### src/inc/adc_port_regs.svh
// timing counts and field layout of the converter serial port
`ifndef ADC_PORT_REGS_SVH
`define ADC_PORT_REGS_SVH
`define CLK_PERIOD_NS 50
`define CONV_TIME_NS 5000
`define CONV_CYCLES (`CONV_TIME_NS / `CLK_PERIOD_NS)
`define RESULT_BITS 16
`define CFG_BITS 8
`define ACQ_EDGE 6
`define CH_MSB 7
`define CH_LSB 4
`define PD_MSB 3
`define PD_LSB 2
`endif

### src/inc/adc_port_pkg.sv
// types shared by the converter serial port
package adc_port_pkg;
    typedef logic [15:0] result_t;
    typedef logic [7:0] cfg_t;
    typedef enum logic [2:0] {
        ST_IDLE = 3'b001,
        ST_ACQ = 3'b010,
        ST_CONV = 3'b100
    } conv_state_e;
endpackage

### src/inc/edge_if.sv
// synchronised pin levels and edge strobes
`timescale 1ns/1ps
interface edge_if;
    logic sck_rise;
    logic sck_fall;
    logic start_rise;
    logic sel_n;
    logic sdi;
    modport src (output sck_rise, output sck_fall, output start_rise, output sel_n, output sdi);
    modport dst (input sck_rise, input sck_fall, input start_rise, input sel_n, input sdi);
endinterface

### src/hw/adc_serial_port.sv
// control and serial port of a multiplexed sampling converter
`include "adc_port_regs.svh"
`timescale 1ns/1ps
module adc_serial_port (
    input wire logic i_ref_clk,
    input wire logic i_arst_n,
    input wire logic i_conversion_start_pin,
    input wire logic i_sel_n,
    input wire logic i_sck,
    input wire logic i_sdi,
    input wire adc_port_pkg::result_t i_sample,
    output logic o_busy_n,
    output logic o_sdo,
    output logic o_sdo_oe,
    output logic o_acquiring,
    output adc_port_pkg::cfg_t o_cfg,
    output logic o_sample_take
);
    import adc_port_pkg::*;

    edge_if e();

    pin_sync u_sync (
        .i_clk(i_ref_clk),
        .i_arst_n(i_arst_n),
        .i_pins({i_sdi, i_sel_n, i_conversion_start_pin, i_sck}),
        .e(e)
    );

    conv_state_e state_ff;
    conv_state_e nxt_state;
    logic [8:0] cnt_ff;
    logic [8:0] nxt_cnt;
    cfg_t in_sr_ff;
    cfg_t nxt_in_sr;
    cfg_t cfg_ff;
    cfg_t nxt_cfg;
    logic [3:0] in_cnt_ff;
    logic [3:0] nxt_in_cnt;
    result_t out_sr_ff;
    result_t nxt_out_sr;
    logic busy_n_ff;
    logic nxt_busy_n;
    logic sdo_ff;
    logic nxt_sdo;
    logic oe_ff;
    logic nxt_oe;
    logic acq_ff;
    logic nxt_acq;
    logic take_ff;
    logic nxt_take;
    logic sck_ok;
    logic rise_ok;
    logic fall_ok;
    logic conv_done;

    // a serial edge counts only inside a select window
    function automatic logic port_edge(input logic sel_n, input logic strobe);
        return !sel_n && strobe;
    endfunction

    // select gates every serial edge
    assign sck_ok = ~e.sel_n;
    assign rise_ok = port_edge(e.sel_n, e.sck_rise);
    assign fall_ok = port_edge(e.sel_n, e.sck_fall);
    assign conv_done = (state_ff == ST_CONV) && (cnt_ff == 9'((`CONV_CYCLES) - 1));

    always_comb begin
        nxt_state = state_ff;
        case (state_ff)
            ST_IDLE, ST_ACQ: begin
                if (e.start_rise) begin
                    nxt_state = ST_CONV;
                end else if (fall_ok && in_cnt_ff == 4'(`ACQ_EDGE)) begin
                    nxt_state = ST_ACQ;
                end
            end
            ST_CONV: begin
                // start edges fall through unused here
                if (conv_done) begin
                    nxt_state = ST_IDLE;
                end
            end
            default: begin
                nxt_state = ST_IDLE;
            end
        endcase
    end

    always_ff @(posedge i_ref_clk or negedge i_arst_n) begin
        if (!i_arst_n) begin
            state_ff <= ST_IDLE;
        end else begin
            state_ff <= nxt_state;
        end
    end

    // zero outside a conversion except the first cycle after one, so every start times a full span
    always_comb begin
        nxt_cnt = 9'h000;
        if (state_ff == ST_CONV) begin
            nxt_cnt = cnt_ff + 9'h001;
        end
    end

    always_ff @(posedge i_ref_clk or negedge i_arst_n) begin
        if (!i_arst_n) begin
            cnt_ff <= 9'h000;
        end else begin
            cnt_ff <= nxt_cnt;
        end
    end

    // status decodes the next state so it lands together with it
    always_comb begin
        nxt_busy_n = 1'b1;
        nxt_acq = 1'b0;
        nxt_take = 1'b0;
        case (nxt_state)
            ST_CONV: begin
                nxt_busy_n = 1'b0;
                nxt_take = (state_ff != ST_CONV);
            end
            ST_ACQ: begin
                nxt_acq = 1'b1;
            end
            default: begin
                nxt_busy_n = 1'b1;
            end
        endcase
    end

    always_ff @(posedge i_ref_clk or negedge i_arst_n) begin
        if (!i_arst_n) begin
            busy_n_ff <= 1'b1;
            acq_ff <= 1'b0;
            take_ff <= 1'b0;
        end else begin
            busy_n_ff <= nxt_busy_n;
            acq_ff <= nxt_acq;
            take_ff <= nxt_take;
        end
    end

    always_comb begin
        nxt_in_sr = in_sr_ff;
        nxt_in_cnt = in_cnt_ff;
        nxt_cfg = cfg_ff;
        if (e.sel_n) begin
            // deselect restarts word framing for the next access
            nxt_in_cnt = 4'h0;
        end else if (rise_ok && in_cnt_ff < 4'(`CFG_BITS)) begin
            nxt_in_sr = {in_sr_ff[6:0], e.sdi};
            nxt_in_cnt = in_cnt_ff + 4'h1;
            if (in_cnt_ff == 4'(`CFG_BITS - 1)) begin
                nxt_cfg = {in_sr_ff[6:0], e.sdi};
            end
        end
    end

    always_ff @(posedge i_ref_clk or negedge i_arst_n) begin
        if (!i_arst_n) begin
            in_sr_ff <= 8'h00;
            in_cnt_ff <= 4'h0;
            cfg_ff <= 8'h00;
        end else begin
            in_sr_ff <= nxt_in_sr;
            in_cnt_ff <= nxt_in_cnt;
            cfg_ff <= nxt_cfg;
        end
    end

    // result loads regardless of select; the host may read it later
    always_comb begin
        nxt_out_sr = out_sr_ff;
        nxt_sdo = sdo_ff;
        nxt_oe = sck_ok;
        if (conv_done) begin
            // sample is raw two's complement from the SAR
            nxt_out_sr = i_sample;
            nxt_sdo = i_sample[`RESULT_BITS - 1];
        end else if (fall_ok) begin
            nxt_out_sr = {out_sr_ff[`RESULT_BITS - 2:0], 1'b0};
            nxt_sdo = out_sr_ff[`RESULT_BITS - 2];
        end
    end

    always_ff @(posedge i_ref_clk or negedge i_arst_n) begin
        if (!i_arst_n) begin
            out_sr_ff <= 16'h0000;
            sdo_ff <= 1'b0;
            oe_ff <= 1'b0;
        end else begin
            out_sr_ff <= nxt_out_sr;
            sdo_ff <= nxt_sdo;
            oe_ff <= nxt_oe;
        end
    end

    assign o_busy_n = busy_n_ff;
    assign o_sdo = sdo_ff;
    assign o_sdo_oe = oe_ff;
    assign o_acquiring = acq_ff;
    assign o_cfg = cfg_ff;
    assign o_sample_take = take_ff;
endmodule

### src/hw/pin_sync.sv
// two-stage synchronisers and edge detectors for the serial pins
`timescale 1ns/1ps
module pin_sync (
    input wire logic i_clk,
    input wire logic i_arst_n,
    input wire logic [3:0] i_pins,
    edge_if.src e
);
    logic [3:0] s1_ff;
    logic [3:0] s2_ff;
    logic [3:0] s3_ff;
    logic [3:0] nxt_s1;
    logic [3:0] nxt_s2;
    logic [3:0] nxt_s3;
    always_comb begin
        nxt_s1 = i_pins;
        nxt_s2 = s1_ff;
        nxt_s3 = s2_ff;
    end
    // sel_n resets high so the port starts deselected
    always_ff @(posedge i_clk or negedge i_arst_n) begin
        if (!i_arst_n) begin
            s1_ff <= 4'h4;
            s2_ff <= 4'h4;
            s3_ff <= 4'h4;
        end else begin
            s1_ff <= nxt_s1;
            s2_ff <= nxt_s2;
            s3_ff <= nxt_s3;
        end
    end
    // bit0 sck, bit1 start, bit2 sel_n, bit3 sdi
    assign e.sck_rise = s2_ff[0] & ~s3_ff[0];
    assign e.sck_fall = ~s2_ff[0] & s3_ff[0];
    assign e.start_rise = s2_ff[1] & ~s3_ff[1];
    assign e.sel_n = s2_ff[2];
    assign e.sdi = s2_ff[3];
endmodule

### config.mk
export PLATFORM = sky130hd
export DESIGN_NAME = adc_serial_port
export DESIGN_NICKNAME = d
export VERILOG_FILES = /design/src/inc/adc_port_pkg.sv /design/src/inc/edge_if.sv /design/src/hw/adc_serial_port.sv /design/src/hw/pin_sync.sv
export VERILOG_INCLUDE_DIRS = /design/src /design/src/inc
export SDC_FILE = /design/constraint.sdc
export NUM_CORES = 1
export LEC_CHECK = 0
export BUFFER_PORTS_ARGS = -buffer_cell sky130_fd_sc_hd__buf_2
export CORE_ASPECT_RATIO = 1.4
export CORE_UTILIZATION = 56
export DETAILED_ROUTE_END_ITERATION = 8
export HOLD_SLACK_MARGIN = 0.02
export PLACE_DENSITY = 0.76
export SLEW_MARGIN = 20
export SYNTH_ARGS = -nofsm -noshare
export SYNTH_HDL_FRONTEND = slang
export SYNTH_HIERARCHICAL = 1
export SYNTH_SLANG_ARGS = --single-unit
export TNS_END_PERCENT = 20
### constraint.sdc
create_clock -name i_ref_clk -period 2.1 [get_ports i_ref_clk]
set_input_delay 0.42 -clock i_ref_clk [delete_from_list [all_inputs] [get_ports i_ref_clk]]
set_output_delay 0.42 -clock i_ref_clk [all_outputs]
set_load 0.02 [all_outputs]
=== After elaboration in Yosys (flattened, before gate mapping) ===
Cells that the tools add are included.

* Input port bits: 22
* Memories: 0
* Flip-flop bits (word level): 61
* Word-level logic and storage cells: 58
* Memory bits (writable): 0
* Output and inout port bits: 13
* Latch bits: 0
* Memory bits (read-only): 0

* Bitwise operators: 7
* $add $sub $neg: 2
* Reduce and logical (&&, ||, !) cells: 11
* Magnitude comparators: 1
* Multiplexer cells: 14
* Div/mod/pow operators: 0
* $mul: 0
* Shift-type cells: 0
* Equal/unequal tests: 9

{| class="wikitable"
|+ Operators with widths
! cell !! number
|-
| 2-to-1 mux 15 bit || 2
|-
| adder 9 x 1 -> 9 bit (second input constant) || 1
|-
| equality test 9 x 7 -> 1 bit (second input constant) || 1
|-
| 2-to-1 mux 3 bit || 3
|-
| 2-to-1 mux 9 bit || 1
|-
| equality test 4 x 3 -> 1 bit (second input constant) || 2
|-
| 2-to-1 mux 4 bit || 2
|-
| equality test 3 x 2 -> 1 bit (second input constant) || 2
|-
| equality test 3 bit (second input constant) || 2
|-
| case mux 3 bit (2 select lines) || 1
|-
| logical AND 1 bit || 5
|-
| 2-to-1 mux 1 bit || 5
|-
| adder 4 x 1 -> 4 bit (second input constant) || 1
|-
| < comparator 4 bit (second input constant) || 1
|-
| inverter 1 bit || 4
|-
| nonzero test 2 bit || 2
|-
| AND 1 bit || 3
|-
| equality test 3 x 1 -> 1 bit (second input constant) || 1
|-
| != test 3 bit (second input constant) || 1
|-
| AND reduction 3 bit || 1
|-
| AND reduction 2 bit || 1
|-
| OR reduction 2 bit || 1
|-
| logical NOT 1 bit || 1
|}

=== Depth between registers and ports, before layout ===
Gate-level depths: netlist (run 1).

* Word-level depth: 9
* Depth in mapped cells: 6

=== Hierarchy ===
The synthesis (run 1) kept the hierarchy.

{| class="wikitable"
|+ Modules (own cells, without submodules)
! module !! cells an instance !! instances !! area an instance (um^2)
|-
| adc_serial_port || 168 || 1 || 2,353.5
|-
| pin_sync || 13 || 1 || 274.0
|}

=== Worst setup path before layout (run 1) ===
No wires, ideal clock.

* Path kind: register to register
* Start: reg u_sync.s2_ff[0] (netlist: u_sync/nxt_s3[0])
* End: reg sdo_ff (netlist: o_sdo)
* Library setup time: 0.125 ns
* Slack: 0.437 ns
* Period minus slack after synthesis: 1.663 ns
* Cell stages (with the launch flop): 7
* Arrival: 1.538 ns
* Path through: dfrtp_1 and2b_2 nor2b_1 buf_6 buf_6 mux2_2 mux2_4

* Word-level cells in the longest chain between the ends: 4

{| class="wikitable"
|+ RTL lines
! item !! RTL line !! RTL
|-
| from (decl) || pin_sync.sv:10 || <nowiki>logic [3:0] s2_ff;</nowiki>
|-
| from (signal assigned) || pin_sync.sv:28 || <nowiki>s2_ff <= nxt_s2;</nowiki>
|-
| inverter 1 bit || pin_sync.sv:34 || <nowiki>assign e.sck_fall = ~s2_ff[0] & s3_ff[0];</nowiki>
|-
| AND 1 bit || pin_sync.sv:34 ||
|-
| via e.sck_fall || edge_if.sv:5 || <nowiki>logic sck_fall;</nowiki>
|-
| logical AND 1 bit || adc_serial_port.sv:59 || <nowiki>return !sel_n && strobe;</nowiki>
|-
| nonzero test 2 bit (no source line) || -- ||
|-
| to (signal assigned) || adc_serial_port.sv:195 || <nowiki>sdo_ff <= nxt_sdo;</nowiki>
|-
| to (decl) || adc_serial_port.sv:44 || <nowiki>logic sdo_ff;</nowiki>
|}

The timed path passes the listed nets, and every way through them passes these cells.
A chain may end at the register's enable or synchronous reset.

=== Worst setup path in the final report (run 1) ===
* Start: reg u_sync.s2_ff[0] (netlist: u_sync/nxt_s3[0])
* End: reg out_sr_ff[9]

* Word-level cells in the longest chain between the ends: 4

{| class="wikitable"
|+ RTL lines
! item !! RTL line !! RTL
|-
| inverter 1 bit || pin_sync.sv:34 ||
|-
| AND 1 bit || pin_sync.sv:34 ||
|-
| via e.sck_fall || edge_if.sv:5 ||
|-
| logical AND 1 bit || adc_serial_port.sv:59 ||
|-
| nonzero test 2 bit (no source line) || -- ||
|-
| to (signal assigned) || adc_serial_port.sv:194 || <nowiki>out_sr_ff <= nxt_out_sr;</nowiki>
|-
| to (decl) || adc_serial_port.sv:40 || <nowiki>result_t out_sr_ff;</nowiki>
|}

The timed path passes the listed nets, and every way through them passes these cells.

==> results.sh, run 1 <==
export IMPL_ff2ff_path_depth=5
export IMPL_cts_setup_buffers=0
export IMPL_ys_async_sr_fraction=1.00
export IMPL_worstHoldPathType="primary input to asynchronous set/reset pin"
export IMPL_setup_tns_ns=0
export IMPL_synth_top_family_by_area="multiplexers"
export IMPL_synth_compound_area_frac=0.0300
export IMPL_crit_type="register to register"
export IMPL_num_fill_cells=334
export IMPL_clk_path_buf_depth=2
export IMPL_antenna_found_initial=0
export IMPL_clk_latency_ns=0.33
export IMPL_dpl_cell_area_mm2=0.00287
export IMPL_most_common_layout_cells="dfrtp_1, mux2_2, buf_2"
export IMPL_slew_viol_final=0
export IMPL_synth_simple_area_share=0.120
export IMPL_h_tree_depth=3
export IMPL_synth_seq_area_share=0.583
export IMPL_numPortBuffers=34
export IMPL_rrSetupSlack_ns=0.37
export IMPL_status="completed"
export IMPL_skew_ns=0.00640
export IMPL_synth_mux_area_frac=0.214
export IMPL_final_cell_area_mm2=0.00306
export IMPL_drt_total_wl_um=4320
export IMPL_synthXorXnorAreaFrac=0.0200
export IMPL_ant_nets=0
export IMPL_synth_ff_type="dfrtp_1"
export IMPL_postCtsResizedCells=0
export IMPL_layout_commonest_cell="dfrtp_1"
export IMPL_finalCritPeriodShare=0.826
export IMPL_syn_inst=181
export IMPL_crit_path_start_kind="register"
export IMPL_tightest_slew_ns=0.621
export IMPL_pwr_density_cell_mw_per_mm2=961
export IMPL_synth_area_leader_cell="dfrtp_1"
export IMPL_num_rows=29
export IMPL_cts_buffers=9
export IMPL_areaGrowthSynthToFinish_pct=16.6
export IMPL_crit_required_ns=2.32
export IMPL_reg2reg_to="out_sr_ff[9]$_DFFE_PN0P_"
export IMPL_timing_rr_start="u_sync/nxt_s3[0]$_DFF_PN0_"
export IMPL_crit_path_end_kind="register"
export IMPL_cap_viol_max_count=0
export IMPL_dr_first_iter_drc_count=49
export IMPL_avgSynthCellArea_um2=14.5
export IMPL_finalHoldViolations=0
export IMPL_dpl_hpwl_um=3070
export IMPL_firstDrtPassIters=3
export IMPL_initial_core_util=0.579
export IMPL_grt_pass1_wl_um=7330
export IMPL_io_pins=35
export IMPL_track_usage=0.207
export IMPL_synth_top_cell_area_share=0.543
export IMPL_grt_pass1_vias=1692
export IMPL_via_per_inst=5.34
export IMPL_yosys_warnings=6
export IMPL_ys_ff_latch=61
export IMPL_cts_tree="built"
export IMPL_grt_ovfl_total=0
export IMPL_drive_gt1_frac=0.487
export IMPL_synth_edff_count=0
export IMPL_ys_types=38
export IMPL_design_core_area_mm2=0.00454
export IMPL_avgRoutedWirePerCell_um=14.9
export IMPL_die_h_um=83.0
export IMPL_synth_adder_area_share=0.0143
export IMPL_max_slew_margin_rel=0.586
export IMPL_p_leak_uw=0.00146
export IMPL_routabilityCongestion=0.806
export IMPL_max_freq_mhz=576
export IMPL_clockRootBuffer="clkbuf_8"
export IMPL_syn_area_mm2=0.00263
export IMPL_nets=249
export IMPL_synth_area_leaders="dfrtp_1, mux2_2, mux2_4"
export IMPL_vias=1550
export IMPL_critical_path_max_fanout=16
export IMPL_cts_hold_buf=0
export IMPL_grt_max_degree=29
export IMPL_die_area_mm2=0.00497
export IMPL_tritoncts_num_sinks=61
export IMPL_drc=0
export IMPL_arrival_ns=1.95
export IMPL_rsz0062_at_grt="false"
export IMPL_fin_crit_ns=1.73
export IMPL_die_w_um=59.9
export IMPL_finalSetupViolations=0
export IMPL_antenna_cells=0
export IMPL_cts_clk_slew_worst_paths_ns=0.06
export IMPL_irDropWorstVdd_uv=586
export IMPL_syn_num_nets=206
-- Yosys cell counts (all sizes together) (3+ instances only) --
| library cell | count |
|---|---|
| xnor2 | 4 |
| dfstp | 4 |
| nor2b | 5 |
| nor2 | 8 |
| o21ai | 4 |
| nand3 | 4 |
| buf | 5 |
| nor3b | 4 |
| ha | 3 |
| dfrtp | 57 |
| nand2 | 5 |
| mux2 | 46 |
| a21oi | 4 |
-- worst max path at each step --
| stage | start | endpoint | slack [ns] |
|---|---|---|---|
| 2_1_floorplan | u_sync/nxt_s3[0]$_DFF_PN0_ | o_sdo$_DFFE_PN0P_ | 0.44 |
| 3_3_place_gp | u_sync/nxt_s3[0]$_DFF_PN0_ | out_sr_ff[12]$_DFFE_PN0P_ | 0.43 |
| 3_5_place_dp | cnt_ff[0]$_DFF_PN0_ | out_sr_ff[6]$_DFFE_PN0P_ | 0.38 |
| 4_1_cts | in_cnt_ff[0]$_DFFE_PN0P_ | o_cfg[0]$_DFFE_PN0P_ | 0.37 |
| 5_1_grt | u_sync/nxt_s3[0]$_DFF_PN0_ | in_sr_ff[6]$_DFFE_PN0P_ | 0.27 |
| 6_report | u_sync/nxt_s3[0]$_DFF_PN0_ | out_sr_ff[9]$_DFFE_PN0P_ | 0.37 |
-- registers in the layout, indices dropped and copies added, names as in the netlist, 2 cells and up --
register / count
out_sr_ff: 15
cnt_ff: 9
o_cfg: 8
in_sr_ff: 7
in_cnt_ff: 4
u_sync/nxt_s2: 4
u_sync/nxt_s3: 4
state_ff: 3
u_sync/s3_ff: 2
-- routing by layer --
layer  track usage  part of all wire  vias to the layer above  wire [µm]
met4         0.127             0.026                        0        111
met2         0.336              0.53                       27       2290
met1         0.220              0.40                      787       1730
li1              -                 -                      726          -
met3        0.0748             0.041                       10        177
met5             0                 0                        -          0
-- critical path: stages, from the launching register on --
cell     delay [ns]
dfrtp_1        0.38
and2b_2        0.22
nor2b_1        0.15
buf_4          0.25
mux2_2         0.37
mux2_4         0.26
-- report_power, final --
| part | leakage (µW) | switching (µW) | internal, µW |
|---|---|---|---|
| Combinational | 0.000574 | 149 | 315 |
| Clock | 0.000102 | 405 | 584 |
| Sequential | 0.000780 | 113 | 1380 |
| Total | 0.00146 | 667 | 2280 |
-- layout make-up --
type | count | area (µm²) | share of cell area
clock buffer | 15 | 196 | 0.0641
inverter | 2 | 7.51 | 0.00245
multi-input combinational | 113 | 1040 | 0.341
sequential | 61 | 1530 | 0.500
tap | 62 | 77.6 | 0.0253
timing repair buffer | 37 | 205 | 0.0670
-- cells by family after synthesis --
kind of cell	Yosys count
XOR/XNOR	6
AO/OA/AOI/OAI	13
multiplexers	47
buffers and inverters	7
adder cells (fa/ha/maj)	3
flip-flops	61
AND/OR/NAND/NOR	44
-- through the flow --
stage / utilization / instances / setup WS (ns) / hold slack (ns) / power (µW)
4_1_cts: 0.675 / 290 / 0.365 / 0.115 / 2980
3_5_place_dp: 0.632 / 275 / 0.380 / 0.336 / 1980
3_3_place_gp: 0.632 / 275 / 0.425 / 0.336 / 1940
5_1_grt: 0.675 / 290 / 0.266 / 0.154 / 3100
6_report: 0.675 / 290 / 0.365 / 0.0974 / 2940
2_1_floorplan: - / 181 / 0.437 / 0.124 / 1840
Power figures use the tool's default switching activity.
==> inputs of run 2 (changes only) <==
--- a/config.mk
+++ b/config.mk
@@ -6,12 +6,13 @@
 export SDC_FILE = /design/constraint.sdc
 export NUM_CORES = 1
 export LEC_CHECK = 0
+export ABC_AREA = 1
 export BUFFER_PORTS_ARGS = -buffer_cell sky130_fd_sc_hd__buf_2
 export CORE_ASPECT_RATIO = 1.4
-export CORE_UTILIZATION = 56
+export CORE_UTILIZATION = 57
 export DETAILED_ROUTE_END_ITERATION = 8
 export HOLD_SLACK_MARGIN = 0.02
-export PLACE_DENSITY = 0.76
+export PLACE_DENSITY = 0.77
 export SLEW_MARGIN = 20
 export SYNTH_ARGS = -nofsm -noshare
 export SYNTH_HDL_FRONTEND = slang
==> constraint.sdc (replaced) <==
create_clock -name i_ref_clk -period 1.6 [get_ports i_ref_clk]
set_input_delay 0.32 -clock i_ref_clk [delete_from_list [all_inputs] [get_ports i_ref_clk]]
set_output_delay 0.32 -clock i_ref_clk [all_outputs]
set_load 0.02 [all_outputs]
==> run 2 against run 1 <==
Compared with the run above:
- combinational power is 18% higher
- critical path type unchanged
- critical endpoint is now out_sr_ff[2]$_DFFE_PN0P_
- die area grew 2.8%
- setup slack got worse by 0.22 ns
- global-route usage is 1.2 points higher
- clock power increased by 46%
- largest cell class unchanged
- highest routed layer unchanged
- power is 29% higher
==> results.sh, run 2 <==
export IMPL_setup_tns_ns=0
export IMPL_crit_path_end_kind="register"
export IMPL_die_w_um=60.7
export IMPL_synth_area_leader_cell="dfrtp_1"
export IMPL_cap_viol_max_count=0
export IMPL_critical_path_max_fanout=13
export IMPL_cts_clk_slew_worst_paths_ns=0.07
export IMPL_antenna_found_initial=0
export IMPL_crit_start="cnt_ff[0]$_DFF_PN0_"
export IMPL_areaGrowthSynthToFinish_pct=17.6
export IMPL_cts_buffers=9
export IMPL_crit_path_start_kind="register"
export IMPL_arrival_ns=1.66
export IMPL_multiInputGateArea_um2=995
export IMPL_routed_wl_met2_um=2550
export IMPL_critical_path_top_delay_family="simple AND/OR/NAND/NOR gates"
export IMPL_ant_nets=0
export IMPL_drt_total_wl_um=4860
export IMPL_slew_viol_final=0
export IMPL_tritoncts_num_sinks=61
export IMPL_slowest_stage="dfrtp_1"
export IMPL_register_area_mm2=0.00153
export IMPL_yosys_warnings=6
export IMPL_synth_seq_area_share=0.557
export IMPL_wl_met3_um=173
export IMPL_track_usage=0.219
export IMPL_path_common_cell="nand2_1"
export IMPL_die_area_mm2=0.00511
export IMPL_timing_rr_start="cnt_ff[0]$_DFF_PN0_"
export IMPL_p_leak_uw=0.00157
export IMPL_firstDrtPassIters=4
export IMPL_h_tree_depth=3
export IMPL_tightest_slew_ns=0.317
export IMPL_drive_gt1_frac=0.241
export IMPL_yosysMostFrequentCell="dfrtp_1"
export IMPL_largest_reg_flops=15
export IMPL_grt_max_degree=62
export IMPL_avgRoutedWirePerCell_um=11.7
export IMPL_timing_final_ws_setup_ns=0.145
export IMPL_synth_ff_type="dfrtp_1"
export IMPL_cp_slowest_stage_delay_ns=0.38
export IMPL_max_slew_margin_rel=0.788
export IMPL_fin_crit_ns=1.45
export IMPL_met1_length_um=2050
export IMPL_vias=2085
export IMPL_pwr_density_cell_mw_per_mm2=1180
export IMPL_clk_path_buf_depth=2
export IMPL_status="completed"
export IMPL_most_common_layout_cells="dfrtp_1, nand2_1, nand3_1"
export IMPL_cp_cell_sequence="ha_1 > nand2_1 > nor2_4 > nand3_4 > nand2_1 > nand3_1"
export IMPL_nets=373
export IMPL_num_fill_cells=371
export IMPL_layout_commonest_cell="dfrtp_1"
export IMPL_dpl_hpwl_um=3210
export IMPL_finalSetupViolations=0
export IMPL_ys_types=26
export IMPL_drc=0
export IMPL_syn_inst=305
export IMPL_antenna_cells=0
export IMPL_max_freq_mhz=687
export IMPL_dpl_worst_slack_ns=0.0855
export IMPL_die_h_um=84.2
export IMPL_cp_depth=6
export IMPL_grt_pass1_wl_um=8160
export IMPL_rrSetupSlack_ns=0.15
export IMPL_finalHoldViolations=0
export IMPL_irDropWorstVdd_uv=702
export IMPL_path_buf_inv=0
export IMPL_via_per_inst=5.02
export IMPL_crit_required_ns=1.81
export IMPL_io_pins=35
export IMPL_synth_edff_count=0
export IMPL_top_layer="met4"
export IMPL_clockRootBuffer="clkbuf_8"
export IMPL_clk_latency_ns=0.33
export IMPL_ys_async_sr_fraction=1.00
export IMPL_finalCritPeriodShare=0.909
export IMPL_routabilityCongestion=0.823
export IMPL_numPortBuffers=34
export IMPL_dr_first_iter_drc_count=94
export IMPL_syn_num_nets=330
export IMPL_grt_ovfl_total=0
export IMPL_reg2reg_to="out_sr_ff[2]$_DFFE_PN0P_"
export IMPL_grt_pass1_vias=1918
export IMPL_worstHoldPathType="primary input to register"
export IMPL_skew_ns=0.00746
export IMPL_design_core_area_mm2=0.00457
export IMPL_synth_top_cell_area_share=0.518
export IMPL_ys_ff_latch=61
export IMPL_cts_tree="built"
export IMPL_synthTopCellsByCount="dfrtp_1, nand2_1, nand3_1"
export IMPL_top_register="out_sr_ff"
export IMPL_rsz0062_at_grt="false"
export IMPL_syn_area_mm2=0.00275
export IMPL_crit_type="register to register"
export IMPL_synth_area_leaders="dfrtp_1, nand3_1, nand2_1"
export IMPL_ff2ff_path_depth=6
export IMPL_critPathCapture="out_sr_ff[2]$_DFFE_PN0P_"
export IMPL_initial_core_util=0.602
export IMPL_avgSynthCellArea_um2=9.02
export IMPL_cts_setup_buffers=0
export IMPL_num_rows=29
-- run 2: changes by cell type in the layout (fill, tap and decap cells not counted), moves of 5 or more --
cell and change:
nand2_1 +46, nand3_1 +41, mux2_2 -37, inv_1 +36
nor2_1 +25, o21ai_1 +12, mux2_4 -9, inv_2 +8
nand3_2 +7, clkbuf_8 -5, nor2b_1 -5, o21ai_0 +5
-- run 2: worst min path at each step --
stage,endpoint,start,cells past startpoint
after floorplan,cnt_ff[0]$_DFF_PN0_,i_arst_n,0
after global placement,u_sync/nxt_s3[3]$_DFF_PN0_,u_sync/nxt_s2[3]$_DFF_PN0_,0
after detailed placement,u_sync/nxt_s3[0]$_DFF_PN0_,u_sync/nxt_s2[0]$_DFF_PN0_,0
after CTS,u_sync/nxt_s2[2]$_DFF_PN1_,i_sel_n,1
after global routing,u_sync/nxt_s2[2]$_DFF_PN1_,i_sel_n,1
final,u_sync/nxt_s2[2]$_DFF_PN1_,i_sel_n,1
-- run 2: power breakdown --
group	internal (µW)	switching [µW]	leakage (µW)
Sequential	1730	85.7	0.000788
Clock	876	566	0.000101
Combinational	192	356	0.000681
Total	2790	1010	0.00157
-- run 2: cells by family (layout without fill, tap and decap cells) --
| logic type | count (synthesis) | after routing | share of synthesized area |
|---|---|---|---|
| adder cells (fa/ha/maj) | 3 | 3 | 0.0136 |
| flip-flops | 61 | 61 | 0.557 |
| AO/OA/AOI/OAI | 31 | 31 | 0.0587 |
| XOR/XNOR | 1 | 1 | 0.00318 |
| buffers and inverters | 56 | 103 | 0.0882 |
| AND/OR/NAND/NOR | 153 | 154 | 0.280 |
-- run 2: what timing repair did --
item / in CTS / in global routing
endpoints found under the setup margin: 0 / 14
gates resized for setup: 0 / 1
hold buffers: 1 / 0
hold endpoints to repair: 57 / 0
-- run 2: per-stage QoR --
step,hold WS (ns),power (µW),util,cells,cell area (µm²)
detailed placement,0.336,2390,0.656,397,3000
floorplan,0.0244,2220,-,305,2750
global route,0.0671,4000,0.707,415,3230
finish,0.0921,3800,0.707,415,3230
CTS,0.0792,3840,0.704,414,3220
global placement,0.335,2370,0.656,397,3000
-- run 2: routing by layer --
metal  vias up  global-route usage
met4         0               0.122
met3         5              0.0570
met1       992               0.261
met5         -                   0
met2        32               0.351
li1       1056                   -
-- run 2: area by class of cell --
type	count	area share
Timing Repair Buffer	41	0.0774
Sequential cell	61	0.474
Multi-Input combinational cell	189	0.308
Clock buffer	12	0.0418
Clock inverter	4	0.0224
Inverter	46	0.0534
Tap cell	62	0.0240
==> inputs of run 3 (changes only) <==
--- a/config.mk
+++ b/config.mk
@@ -9,10 +9,11 @@
 export ABC_AREA = 1
 export BUFFER_PORTS_ARGS = -buffer_cell sky130_fd_sc_hd__buf_2
 export CORE_ASPECT_RATIO = 1.4
-export CORE_UTILIZATION = 57
+export CORE_UTILIZATION = 59
+export CTS_BUF_LIST = sky130_fd_sc_hd__clkbuf_4
 export DETAILED_ROUTE_END_ITERATION = 8
 export HOLD_SLACK_MARGIN = 0.02
-export PLACE_DENSITY = 0.77
+export PLACE_DENSITY = 0.79
 export SLEW_MARGIN = 20
 export SYNTH_ARGS = -nofsm -noshare
 export SYNTH_HDL_FRONTEND = slang
==> run 3 against run 2 <==
Compared with the run above:
- via count is 0.34% higher
- core utilization is 0.42 points higher
- setup slack worse by 0.026 ns
- global-route usage is 0.058 points higher
- critical path depth stayed put
- first-iteration DRC count is 11% higher
- non-clock buffer count is 3 higher
- hold slack worse by 0.045 ns
- combinational power is 1% higher
==> results.sh, run 3 (same netlist as run 2, synthesis figures left out) <==
export IMPL_status="completed"
export IMPL_crit_required_ns=1.87
export IMPL_antenna_cells=0
export IMPL_cp_depth=6
export IMPL_die_area_mm2=0.00494
export IMPL_worstHoldPathType="primary input to register"
export IMPL_critical_path_max_fanout=27
export IMPL_numPortBuffers=34
export IMPL_cap_viol_max_count=0
export IMPL_io_pins=35
export IMPL_cp_cell_sequence="ha_2 > nand2_1 > nor2_4 > nand3_4 > nand2_1 > nand3_1"
export IMPL_antenna_found_initial=0
export IMPL_cp_slowest_stage_delay_ns=0.38
export IMPL_clockRootBuffer="clkbuf_4"
export IMPL_slew_viol_final=0
export IMPL_arrival_ns=1.75
export IMPL_p_leak_uw=0.00156
export IMPL_finalHoldWorstSlack_ns=0.0475
export IMPL_fin_cells=417
export IMPL_cts_tree="built"
export IMPL_cts_setup_buffers=0
export IMPL_fin_crit_ns=1.48
export IMPL_most_common_layout_cells="dfrtp_1, nand2_1, nand3_1"
export IMPL_slowest_stage="dfrtp_1"
export IMPL_dr_first_iter_drc_count=104
export IMPL_dpl_hpwl_um=3320
export IMPL_nets=375
export IMPL_top_register="out_sr_ff"
export IMPL_cts_clk_slew_worst_paths_ns=0.09
export IMPL_pwr_density_cell_mw_per_mm2=1050
export IMPL_dpl_cell_count=397
export IMPL_num_fill_cells=386
export IMPL_layout_commonest_cell="dfrtp_1"
export IMPL_firstDrtPassIters=4
export IMPL_ant_nets=0
export IMPL_grt_pass1_vias=1996
export IMPL_ff2ff_path_depth=6
export IMPL_areaGrowthSynthToFinish_pct=16.4
export IMPL_track_usage=0.220
export IMPL_largest_reg_flops=15
export IMPL_finalSetupViolations=0
export IMPL_crit_type="register to register"
export IMPL_skew_ns=0.0127
export IMPL_finalCritPeriodShare=0.925
export IMPL_die_w_um=59.7
export IMPL_max_freq_mhz=675
export IMPL_max_slew_margin_rel=0.698
export IMPL_dpl_cell_area_mm2=0.00302
export IMPL_routabilityCongestion=0.844
export IMPL_vias=2092
export IMPL_grt_max_degree=28
export IMPL_final_cell_area_mm2=0.00320
export IMPL_drc=0
export IMPL_irDropWorstVdd_uv=701
export IMPL_whs_path_depth=1
export IMPL_h_tree_depth=3
export IMPL_tightest_slew_ns=0.454
export IMPL_cts_buffers=9
export IMPL_via_per_inst=5.02
export IMPL_drt_total_wl_um=4750
export IMPL_avgRoutedWirePerCell_um=11.4
export IMPL_initial_core_util=0.612
export IMPL_path_buf_inv=0
export IMPL_utilization=0.712
export IMPL_num_rows=29
export IMPL_design_core_area_mm2=0.00450
export IMPL_finalHoldViolations=0
export IMPL_clk_latency_ns=0.39
export IMPL_setup_tns_ns=0
export IMPL_path_common_cell="nand2_1"
export IMPL_clk_path_buf_depth=2
export IMPL_crit_path_start_kind="register"
export IMPL_grt_pass1_wl_um=8240
export IMPL_drive_gt1_frac=0.245
export IMPL_critical_path_top_delay_family="simple AND/OR/NAND/NOR gates"
export IMPL_die_h_um=82.8
export IMPL_grt_ovfl_total=0
export IMPL_crit_path_end_kind="register"
export IMPL_tritoncts_num_sinks=61
run 3: cell types whose count changed in the layout (fill, tap and decap cells not counted), moves of 2 or more:
cell	delta
clkbuf_4	+10
clkbuf_8	-9
clkbuf_1	-3
dlygate4sd3_1	+3
buf_12	+2
buf_4	-2
clkinv_1	+2
run 3: path summary, 6_finish.rpt:
check                                           start                    endpoint  slack (ns)
min reg2reg                u_sync/nxt_s2[0]$_DFF_PN0_  u_sync/nxt_s3[0]$_DFF_PN0_        0.35
max in group asynchronous                    i_arst_n          o_busy_n$_DFF_PN1_        0.67
max reg2reg                       cnt_ff[0]$_DFF_PN0_    out_sr_ff[9]$_DFFE_PN0P_        0.12
min                                             i_sdi  u_sync/nxt_s2[3]$_DFF_PN0_        0.05
min in group asynchronous                    i_arst_n        o_cfg[2]$_DFFE_PN0P_        0.40
max                               cnt_ff[0]$_DFF_PN0_    out_sr_ff[9]$_DFFE_PN0P_        0.12
run 3: per-stage QoR:
step	setup WS [ns]	total power, µW
after floorplan	0.306	2220
after global placement	0.166	2370
after detailed placement	0.0903	2390
after CTS	0.0426	3420
after global routing	-0.00174	3570
final	0.119	3370
run 3: final cells by class:
cell class                 count  area, µm²  area share
clock buffer                  10       75.1      0.0234
clock inverter                 6       55.1      0.0172
inverter                      46        173      0.0539
multi-input combinational    188        985       0.308
sequential                    61       1530       0.478
tap                           62       77.6      0.0242
timing repair buffer          44        305      0.0953
run 3: what timing repair did:
item	4_1_cts	5_1_grt
hold endpoints to repair	18	0
gates resized for setup	0	2
hold buffers	4	0
setup endpoints to repair	0	13
run 3: metal layers:
| metal | up-vias | routed length (µm) | track usage |
|---|---|---|---|
| met5 | - | 0 | 0 |
| met4 | 0 | 116 | 0.112 |
| met3 | 14 | 170 | 0.0545 |
| met2 | 46 | 2370 | 0.347 |
| met1 | 971 | 2100 | 0.272 |
| li1 | 1061 | - | - |
run 3: report_power, final:
group          internal, µW  switching (µW)
Clock                   479             526
Sequential             1720            87.4
Combinational           202             353
Total                  2400             966
